**config.mk**
```make
export PLATFORM = sky130hd
export DESIGN_NAME = pllcg_regs
export DESIGN_NICKNAME = d
export VERILOG_FILES = /design/src/rtl/pllcg_pkg.sv /design/src/rtl/pllcg_cfg_if.sv /design/src/rtl/pllcg_regs.sv /design/src/rtl/pllcg_factor.sv
export SDC_FILE = /design/constraint.sdc
export NUM_CORES = 1
export LEC_CHECK = 0
export BUFFER_PORTS_ARGS = -buffer_cell sky130_fd_sc_hd__buf_2
export CAP_MARGIN = 20
export CORE_ASPECT_RATIO = 1.75
export CORE_MARGIN = 3
export CORE_UTILIZATION = 55
export DETAILED_ROUTE_END_ITERATION = 7
export PLACE_DENSITY = 0.85
export SYNTH_ARGS = -nofsm -noshare
export SYNTH_HDL_FRONTEND = slang
export SYNTH_SLANG_ARGS = --single-unit
```
**constraint.sdc**
```tcl
create_clock -name ref_clk_i -period 8.2 [get_ports ref_clk_i]
set_input_delay 1.64 -clock ref_clk_i [delete_from_list [all_inputs] [get_ports ref_clk_i]]
set_output_delay 1.64 -clock ref_clk_i [all_outputs]
set_load 0.05 [all_outputs]
```
**src/rtl/pllcg_pkg.sv**
```systemverilog
/*
  Package of the clock generator configuration block: addresses, field
  positions, reset values and widths.
  Assumes a 16-bit CPU word-addressed I/O space on the core clock.
*/
package pllcg_pkg;

  // CPU word addresses in the I/O space
  localparam logic [15:0] ADDR_CLOCK_CONFIG_ONE = 16'h1C1E;
  localparam logic [15:0] ADDR_CLOCK_CONFIG_TWO = 16'h1C1F;
  localparam logic [15:0] ADDR_PLL_POWER_AND_MULT_HIGH = 16'h1C20;
  localparam logic [15:0] ADDR_REF_DIVIDER_AND_MULT_LOW = 16'h1C21;
  localparam logic [15:0] ADDR_PLL_INIT_AND_LOCK = 16'h1C22;
  localparam logic [15:0] ADDR_OUTPUT_DIVIDER_CONTROL = 16'h1C23;
  localparam logic [15:0] ADDR_CLOCK_PIN_SOURCE_SELECT = 16'h1C24;

  // Power and multiplier high register fields
  localparam int FLOP_CLEAR_N_BIT = 15;
  localparam int PLL_STANDBY_BIT = 13;
  localparam int PLL_POWER_OFF_BIT = 12;
  localparam int MULT_HIGH_LSB = 0;
  localparam int MULT_HIGH_W = 10;

  // Reference divider and multiplier low register fields
  localparam int REF_DIV_SKIP_BIT = 15;
  localparam int MULT_LOW_LSB = 12;
  localparam int MULT_LOW_W = 2;
  localparam int REF_DIV_RATIO_LSB = 0;
  localparam int REF_DIV_RATIO_W = 12;

  // Output divider control fields
  localparam int OUT_DIV_EN_BIT = 9;
  localparam int OUT_DIV_MODE_BIT = 8;
  localparam int OUT_DIV_RATIO_LSB = 0;
  localparam int OUT_DIV_RATIO_W = 6;

  // Clock pin source select field
  localparam int CLKOUT_SRC_LSB = 0;
  localparam int CLKOUT_SRC_W = 4;

  // Writable bit masks; other bits read as zero
  localparam logic [15:0] MASK_PLL_POWER_AND_MULT_HIGH = 16'hB3FF;
  localparam logic [15:0] MASK_REF_DIVIDER_AND_MULT_LOW = 16'hBFFF;
  localparam logic [15:0] MASK_OUTPUT_DIVIDER_CONTROL = 16'h033F;
  localparam logic [15:0] MASK_CLOCK_PIN_SOURCE_SELECT = 16'h000F;

  // Values after reset
  localparam logic [15:0] RST_PLL_POWER_AND_MULT_HIGH = 16'h1000;
  localparam logic [15:0] RST_REF_DIVIDER_AND_MULT_LOW = 16'h0000;
  localparam logic [15:0] RST_PLL_INIT_AND_LOCK = 16'h0806;
  localparam logic [15:0] RST_OUTPUT_DIVIDER_CONTROL = 16'h0000;
  localparam logic [15:0] RST_CLOCK_PIN_SOURCE_SELECT = 16'h000B;
  localparam logic [15:0] RST_CLOCK_CONFIG_TWO = 16'h0000;

  // Factor arithmetic
  localparam int FACTOR_W = 13;
  localparam logic [12:0] MULT_OFFSET = 13'h0004;
  localparam logic [12:0] REF_DIV_OFFSET = 13'h0004;

endpackage : pllcg_pkg

```
**src/rtl/pllcg_cfg_if.sv**
```systemverilog
/*
  Interface carrying the multiplier and divider fields to the factor
  calculator and the applied factors back.
  Assumes both ends run on the core clock.
*/
interface pllcg_cfg_if;
  logic [pllcg_pkg::MULT_HIGH_W-1:0] mult_high;
  logic [pllcg_pkg::MULT_LOW_W-1:0] mult_low;
  logic [pllcg_pkg::REF_DIV_RATIO_W-1:0] ref_div_ratio;
  logic [pllcg_pkg::FACTOR_W-1:0] mult_value;
  logic [pllcg_pkg::FACTOR_W-1:0] ref_div_value;

  modport cfg (
    output mult_high,
    output mult_low,
    output ref_div_ratio,
    input mult_value,
    input ref_div_value
  );

  modport calc (
    input mult_high,
    input mult_low,
    input ref_div_ratio,
    output mult_value,
    output ref_div_value
  );
endinterface : pllcg_cfg_if

```
**src/rtl/pllcg_regs.sv**
```systemverilog
/*
  Clock generator configuration registers: word-addressed I/O slave,
  control fields driven to the generator, factor calculation.
  Assumes a single-cycle read and write strobe on the core clock.
*/

module pllcg_regs (
  // Clock and reset
  input wire logic ref_clk_i,
  input wire logic nrst_i,
  // CPU I/O space access
  input wire logic [15:0] io_addr_i,
  input wire logic io_wr_i,
  input wire logic io_rd_i,
  input wire logic [15:0] io_wdata_i,
  output logic [15:0] io_rdata_o,
  output logic io_rdata_vld_o,
  // PLL controls
  output logic flop_clear_n_o,
  output logic pll_standby_o,
  output logic pll_power_off_o,
  output logic [12:0] pll_mult_o,
  output logic ref_div_skip_o,
  output logic [12:0] ref_div_value_o,
  output logic [15:0] pll_init_o,
  // Output divider and clock pin
  output logic out_div_en_o,
  output logic out_div_mode_o,
  output logic [5:0] out_div_ratio_o,
  output logic [3:0] clkout_src_o
);

  logic rst_sync_r;
  logic rst_n_r;
  logic [15:0] power_mult_r;
  logic [15:0] refdiv_mult_r;
  logic [15:0] init_lock_r;
  logic [15:0] out_div_r;
  logic [15:0] pin_src_r;
  logic [15:0] config_two_r;
  logic [15:0] rdata_nxt;
  logic sel_one;
  logic sel_two;
  logic sel_power;
  logic sel_refdiv;
  logic sel_init;
  logic sel_outdiv;
  logic sel_pinsrc;

  pllcg_cfg_if cfg_bus ();

  // Reset release through two flops
  always_ff @(posedge ref_clk_i or negedge nrst_i) begin
    if (!nrst_i) begin
      rst_sync_r <= 1'b0;
      rst_n_r <= 1'b0;
    end else begin
      rst_sync_r <= 1'b1;
      rst_n_r <= rst_sync_r;
    end
  end

  always_comb begin
    sel_one = (io_addr_i == pllcg_pkg::ADDR_CLOCK_CONFIG_ONE);
    sel_two = (io_addr_i == pllcg_pkg::ADDR_CLOCK_CONFIG_TWO);
    sel_power = (io_addr_i == pllcg_pkg::ADDR_PLL_POWER_AND_MULT_HIGH);
    sel_refdiv = (io_addr_i == pllcg_pkg::ADDR_REF_DIVIDER_AND_MULT_LOW);
    sel_init = (io_addr_i == pllcg_pkg::ADDR_PLL_INIT_AND_LOCK);
    sel_outdiv = (io_addr_i == pllcg_pkg::ADDR_OUTPUT_DIVIDER_CONTROL);
    sel_pinsrc = (io_addr_i == pllcg_pkg::ADDR_CLOCK_PIN_SOURCE_SELECT);
  end

  // Clear, standby, power and multiplier high storage
  always_ff @(posedge ref_clk_i or negedge rst_n_r) begin
    if (!rst_n_r) begin
      power_mult_r <= pllcg_pkg::RST_PLL_POWER_AND_MULT_HIGH;
    end else if (io_wr_i && sel_power) begin
      power_mult_r <= io_wdata_i & pllcg_pkg::MASK_PLL_POWER_AND_MULT_HIGH;
    end
  end

  // Bypass, multiplier low and ratio storage
  always_ff @(posedge ref_clk_i or negedge rst_n_r) begin
    if (!rst_n_r) begin
      refdiv_mult_r <= pllcg_pkg::RST_REF_DIVIDER_AND_MULT_LOW;
    end else if (io_wr_i && sel_refdiv) begin
      refdiv_mult_r <= io_wdata_i & pllcg_pkg::MASK_REF_DIVIDER_AND_MULT_LOW;
    end
  end

  // Remaining generator registers
  always_ff @(posedge ref_clk_i or negedge rst_n_r) begin
    if (!rst_n_r) begin
      init_lock_r <= pllcg_pkg::RST_PLL_INIT_AND_LOCK;
      out_div_r <= pllcg_pkg::RST_OUTPUT_DIVIDER_CONTROL;
      pin_src_r <= pllcg_pkg::RST_CLOCK_PIN_SOURCE_SELECT;
      config_two_r <= pllcg_pkg::RST_CLOCK_CONFIG_TWO;
    end else if (io_wr_i) begin
      if (sel_init) begin
        init_lock_r <= io_wdata_i;
      end
      if (sel_outdiv) begin
        out_div_r <= io_wdata_i & pllcg_pkg::MASK_OUTPUT_DIVIDER_CONTROL;
      end
      if (sel_pinsrc) begin
        pin_src_r <= io_wdata_i & pllcg_pkg::MASK_CLOCK_PIN_SOURCE_SELECT;
      end
      if (sel_two) begin
        config_two_r <= io_wdata_i;
      end
    end
  end

  // Read mux; first register and unmapped read zero
  always_comb begin
    rdata_nxt = 16'h0000;
    if (sel_power) begin
      rdata_nxt = power_mult_r;
    end else if (sel_refdiv) begin
      rdata_nxt = refdiv_mult_r;
    end else if (sel_init) begin
      rdata_nxt = init_lock_r;
    end else if (sel_outdiv) begin
      rdata_nxt = out_div_r;
    end else if (sel_pinsrc) begin
      rdata_nxt = pin_src_r;
    end else if (sel_two) begin
      rdata_nxt = config_two_r;
    end
  end

  // Read data registered one cycle after the strobe
  always_ff @(posedge ref_clk_i or negedge rst_n_r) begin
    if (!rst_n_r) begin
      io_rdata_o <= 16'h0000;
      io_rdata_vld_o <= 1'b0;
    end else begin
      io_rdata_vld_o <= io_rd_i;
      if (io_rd_i) begin
        io_rdata_o <= rdata_nxt;
      end
    end
  end

  assign cfg_bus.mult_high = power_mult_r[pllcg_pkg::MULT_HIGH_LSB +: pllcg_pkg::MULT_HIGH_W];
  assign cfg_bus.mult_low = refdiv_mult_r[pllcg_pkg::MULT_LOW_LSB +: pllcg_pkg::MULT_LOW_W];
  assign cfg_bus.ref_div_ratio =
    refdiv_mult_r[pllcg_pkg::REF_DIV_RATIO_LSB +: pllcg_pkg::REF_DIV_RATIO_W];

  pllcg_factor pllcg_factor_inst (
    .ref_clk_i(ref_clk_i),
    .rst_n_i(rst_n_r),
    .cfg(cfg_bus.calc)
  );

  // Control outputs, each from a register bit
  // Clear control driven out
  assign flop_clear_n_o = power_mult_r[pllcg_pkg::FLOP_CLEAR_N_BIT];
  assign pll_standby_o = power_mult_r[pllcg_pkg::PLL_STANDBY_BIT];
  assign pll_power_off_o = power_mult_r[pllcg_pkg::PLL_POWER_OFF_BIT];
  assign ref_div_skip_o = refdiv_mult_r[pllcg_pkg::REF_DIV_SKIP_BIT];
  // Applied factors from the calculator flops; init word, output divider and pin source straight from registers
  assign pll_mult_o = cfg_bus.mult_value;
  assign ref_div_value_o = cfg_bus.ref_div_value;
  assign pll_init_o = init_lock_r;
  assign out_div_en_o = out_div_r[pllcg_pkg::OUT_DIV_EN_BIT];
  assign out_div_mode_o = out_div_r[pllcg_pkg::OUT_DIV_MODE_BIT];
  assign out_div_ratio_o = out_div_r[pllcg_pkg::OUT_DIV_RATIO_LSB +: pllcg_pkg::OUT_DIV_RATIO_W];
  assign clkout_src_o = pin_src_r[pllcg_pkg::CLKOUT_SRC_LSB +: pllcg_pkg::CLKOUT_SRC_W];

  // Checks
  a_decode_power_write: assert property (
    @(posedge ref_clk_i) disable iff (!rst_n_r)
    (io_wr_i && io_addr_i == 16'h1C20) |=> (power_mult_r == ($past(io_wdata_i) & 16'hB3FF))
  ) else $error("power register write not stored");

  a_unmapped_no_change: assert property (
    @(posedge ref_clk_i) disable iff (!rst_n_r)
    (io_wr_i && (io_addr_i < 16'h1C1E || io_addr_i > 16'h1C24))
      |=> $stable(power_mult_r) && $stable(refdiv_mult_r) && $stable(pin_src_r)
  ) else $error("unmapped write changed a register");

  a_clear_follows_write: assert property (
    @(posedge ref_clk_i) disable iff (!rst_n_r)
    (io_wr_i && sel_power) |=> (flop_clear_n_o == $past(io_wdata_i[15]))
  ) else $error("clear control does not follow write");

  a_standby_follows_write: assert property (
    @(posedge ref_clk_i) disable iff (!rst_n_r)
    (io_wr_i && sel_power) |=> (pll_standby_o == $past(io_wdata_i[13]))
  ) else $error("standby does not follow write");

  a_power_off_write: assert property (
    @(posedge ref_clk_i) disable iff (!rst_n_r)
    (io_wr_i && sel_power) |=> (pll_power_off_o == $past(io_wdata_i[12]))
  ) else $error("power down does not follow write");

  a_power_off_reset: assert property (
    @(posedge ref_clk_i)
    $rose(rst_n_r) |-> pll_power_off_o && !flop_clear_n_o && !ref_div_skip_o
  ) else $error("wrong control values after reset");

  a_mult_formula: assert property (
    @(posedge ref_clk_i) disable iff (!rst_n_r)
    ##1 (pll_mult_o == 13'({$past(cfg_bus.mult_high), 2'b00}) + 13'($past(cfg_bus.mult_low)) + 13'h0004)
  ) else $error("multiplier factor wrong");

  a_mult_fields_write: assert property (
    @(posedge ref_clk_i) disable iff (!rst_n_r)
    (io_wr_i && sel_power) |=> (cfg_bus.mult_high == $past(io_wdata_i[9:0]))
  ) else $error("multiplier high field not stored");

  a_mult_low_write: assert property (
    @(posedge ref_clk_i) disable iff (!rst_n_r)
    (io_wr_i && sel_refdiv) |=> (cfg_bus.mult_low == $past(io_wdata_i[13:12]))
      ##1 (pll_mult_o[1:0] == $past(io_wdata_i[13:12], 2))
  ) else $error("multiplier low field not applied");

  a_skip_follows_write: assert property (
    @(posedge ref_clk_i) disable iff (!rst_n_r)
    (io_wr_i && sel_refdiv) |=> (ref_div_skip_o == $past(io_wdata_i[15]))
  ) else $error("divider bypass does not follow write");

  a_div_value: assert property (
    @(posedge ref_clk_i) disable iff (!rst_n_r)
    (io_wr_i && sel_refdiv) |=> ##1 (ref_div_value_o == 13'($past(io_wdata_i[11:0], 2)) + 13'h0004)
  ) else $error("reference divide value wrong");

  a_reserved_read_zero: assert property (
    @(posedge ref_clk_i) disable iff (!rst_n_r)
    (io_rd_i && (sel_power || sel_one)) |=> io_rdata_vld_o
      && (io_rdata_o & ($past(sel_one) ? 16'hFFFF : 16'h4C00)) == 16'h0000
  ) else $error("reserved bits read nonzero");

  c_pll_released: cover property (
    @(posedge ref_clk_i) disable iff (!rst_n_r)
    $rose(flop_clear_n_o) && !pll_power_off_o
  );

  c_bypass_set: cover property (
    @(posedge ref_clk_i) disable iff (!rst_n_r)
    $rose(ref_div_skip_o)
  );

  c_read_back: cover property (
    @(posedge ref_clk_i) disable iff (!rst_n_r)
    (io_wr_i && sel_refdiv) ##1 (io_rd_i && sel_refdiv) ##1 io_rdata_vld_o
  );

  c_both_strobes: cover property (
    @(posedge ref_clk_i) disable iff (!rst_n_r)
    (io_wr_i && io_rd_i) ##1 io_rdata_vld_o
  );

endmodule : pllcg_regs

```
**src/rtl/pllcg_factor.sv**
```systemverilog
/*
  Factor calculator: turns the multiplier and divider fields into the
  applied multiplication factor and reference divide value, registered.
  Assumes fields come from registers on the same clock.
*/
module pllcg_factor (
  // Clock and reset
  input wire logic ref_clk_i,
  input wire logic rst_n_i,
  // Fields in, factors out
  pllcg_cfg_if.calc cfg
);

  always_ff @(posedge ref_clk_i or negedge rst_n_i) begin
    if (!rst_n_i) begin
      cfg.mult_value <= pllcg_pkg::MULT_OFFSET;
    end else begin
      cfg.mult_value <= {1'b0, cfg.mult_high, 2'b00}
                        + {11'h000, cfg.mult_low}
                        + pllcg_pkg::MULT_OFFSET;
    end
  end

  always_ff @(posedge ref_clk_i or negedge rst_n_i) begin
    if (!rst_n_i) begin
      cfg.ref_div_value <= pllcg_pkg::REF_DIV_OFFSET;
    end else begin
      cfg.ref_div_value <= {1'b0, cfg.ref_div_ratio} + pllcg_pkg::REF_DIV_OFFSET;
    end
  end

endmodule : pllcg_factor

```
==> reports/qor.txt <==
Io pins = 111
HP Class = reg2async
Row count = 45
Cts hold-fix bufs = 0
Critical Path Stages = 6
Placer Congestion = 0.866
Main synth FF type = dfrtp_1
Syn-to-layout area delta = 23.4%
Placed cell count = 610
Crit-path max FO = 23
Pwr dens = 210 mW/mm^2
Status = completed
Iter 0 DRT Violations = 331
WHS = 0.358 ns
Antenna violations before repair = 0
Number of global-route vias before repair = 3974
Commonest cells after routing, fill and taps aside = buf_2, dfrtp_1, mux2_2, nand2_1, nor2_1
Congestion Overflow GR = 0
Layout cell share with drive strength beyond 1 = 0.408
Worst slack at placement = 3.97 ns
CP max stage delay = 1.02 ns
Crit path capture type = flop
Post-synth EDFFs = 0
Slew Viols, Final = 0
GRT Util Overall = 0.268
Util after Layout = 0.706
Clk_lat worst skew = 0.41 ns
Actual slew at the worst max-slew pin = 1.08 ns
Synth cell types = 45
Worst Reg-to-Reg Cells = 5
Worst endpoint required time = 8.52 ns
Final Hold Viols = 0
Post-DP HPWL = 8760 um
Post-Layout Inst Area = 0.00624 sq mm
Worst-path clk slew = 0.05 ns
CTS buffer count = 17
DR WL/cell = 20.2 um
Largest net degree at the start of global routing = 65
Clock buffer depth = 2
Min cycle time layout = 4.03 ns
Die height = 133 um
Setup crit end = io_rdata_o[4]
Commonest non-fill, non-tap cell in the layout = buf_2
Sequential area share after synthesis = 0.581
First-pass GRT wire length = 20900 um
CTS sink cnt = 117
Die Width = 78.5 um
Filler cell count = 606
Root Driver = clkbuf_16
Crit path max-delay family = simple AND/OR/NAND/NOR gates
IO buf count = 110
Setup TNS = 0 ns
Buf+Inv Stages, Crit Path = 1
Via density per instance = 6.03
Fin crit share = 0.491
Layout Skew = 0.00665 ns
Critical-path top delay cell = nor2_1
Cts repair resizes = 0
Mapped Cells = 399
Post-Syn Nets = 437
Avg Inst Size Synth = 12.7 sq um
Crit-path cells = buf_2, nor4b_4, nand4_1, nor2_1, a22oi_1, o21ai_0
Startpoint Class = input port
Yosys reg bits = 117
Final setup violation count = 0
VDD IR max = 0.164 mV
Internal reg-to-reg setup slack = 6.54 ns
Crit path from = io_addr_i[13]
Max-slew headroom = 0.272
Max frequency = 0.248 GHz
Layout Nets = 550
# Max-Cap Violations = 0
Postcts setup bufs = 0
Initial core utilization = 0.572
Post-Syn Area = 0.00506 sq mm
CTS tree = yes
Final worst slack = 4.17 ns
Crit path kind = in2reg
CTS H-Tree Depth = 4
RSZ-0062 raised after global routing = no
Antenna Cells = 0
Total wire length = 13000 um
Overall power = 1.31 mW
Leak = 3.23 nW
Total die area = 0.0104 sq mm
Yosys Warn Count = 0
Reg-to-reg endpoint = pllcg_factor_inst.cfg.mult_value[10]
Post-Layout Cell Count = 642
1st-pass router iterations = 5
Routed vias = 3873
Area after DPL = 0.00569 sq mm
Arrival @ worst endpoint = 4.35 ns
Asr flop ratio synth = 1.00
Core area = 0.00884 sq mm
Residual DRC = 0
Critical R2R Launch = power_mult_r[0]
Detail Route Antenna Nets = 0
[registers in the layout, summed over array words and instances (netlist names)]
name                                 cells
io_rdata_o                              16
power_mult_r                            13
pll_init_o                              16
rst_sync_r                               1
pllcg_factor_inst.cfg.ref_div_value     13
out_div_r                                8
pin_src_r                                4
refdiv_mult_r                           15
pllcg_factor_inst.cfg.mult_value        13
rst_n_r                                  1
config_two_r                            16
io_rdata_vld_o                           1
[cell families (layout without fill, tap and decap cells)]
family                   after synthesis  count (layout)  share of synthesized area
buffers and inverters                 26             152                     0.0235
multiplexers                          74              74                      0.164
flip-flops                           117             117                      0.581
adder cells (fa/ha/maj)                2               2                    0.00495
other                                  1               1                   0.000742
AND/OR/NAND/NOR                       88              88                     0.0982
XOR/XNOR                              16              16                     0.0277
AO/OA/AOI/OAI                         75              75                     0.0992
[where the power goes]
| group | total, mW | switching (mW) | leakage, nW | internal, mW |
|---|---|---|---|---|
| sequential | 0.586 | 0.00547 | 1.59 | 0.580 |
| clock | 0.677 | 0.239 | 0.269 | 0.438 |
| combinational | 0.0454 | 0.0324 | 1.36 | 0.0130 |
| total | 1.31 | 0.277 | 3.23 | 1.03 |
[worst min path at each step]
stage / depth (start not counted) / endpoint
finish: 0 / power_mult_r[15]
global route: 0 / rst_n_r
CTS: 0 / rst_n_r
detailed placement: 0 / rst_n_r
global placement: 0 / rst_n_r
floorplan: 0 / rst_n_r
[per-layer routing]
| layer | global-route usage | up-vias | share of wire |
|---|---|---|---|
| met5 | 0 | - | 0 |
| met4 | 0.156 | 0 | 0.050 |
| met3 | 0.0783 | 53 | 0.073 |
| met2 | 0.439 | 225 | 0.52 |
| met1 | 0.310 | 1907 | 0.36 |
| li1 | - | 1688 | - |
[worst reg2reg max path: cells and delay by family, from the launching register on]
family / cells / cell delay [ns]
and+or+nand+nor: 2 / 0.61
DFF: 1 / 0.50
adders and majority gates: 1 / 0.27
xor gates and xnor gates: 1 / 0.16
buffers and inverters: 1 / 0.05
[synth_stat cells, types with 2 or more instances]
cell / number / area (sq um)
and3_1: 3 / 18.8
buf_2: 2 / 10.0
a21oi_1: 14 / 70.1
clkbuf_1: 12 / 45.0
xor2_1: 4 / 35.0
and4_1: 3 / 26.3
xnor2_1: 12 / 105
dfrtp_1: 108 / 2700
nand3_1: 8 / 40.0
nand4_1: 9 / 56.3
ha_1: 2 / 25.0
inv_1: 6 / 22.5
a22oi_1: 13 / 97.6
or3_1: 4 / 25.0
o21ai_0: 21 / 105
a31oi_1: 3 / 18.8
nand2_1: 22 / 82.6
mux2_1: 12 / 135
nor3_1: 7 / 35.0
dfstp_2: 9 / 236
mux2i_1: 2 / 20.0
nor4b_4: 2 / 47.6
nor4_1: 2 / 12.5
a211oi_1: 3 / 22.5
mux2_2: 60 / 676
nor2_1: 22 / 82.6
nor3_4: 2 / 32.5
o22a_1: 2 / 17.5
buf_4: 3 / 22.5
o32a_1: 2 / 20.0
a211o_1: 3 / 26.3
o2bb2ai_1: 9 / 78.8
[layout make-up]
type	count	area (sq um)	area share
tap	117	146	0.0235
clock buffer	27	493	0.0790
sequential	117	2940	0.472
multi-input combinational	256	2000	0.320
inverter	7	26.3	0.00421
clock inverter	5	50.0	0.00802
timing repair buffer	113	581	0.0931
(Power assumes the default switching activity.)
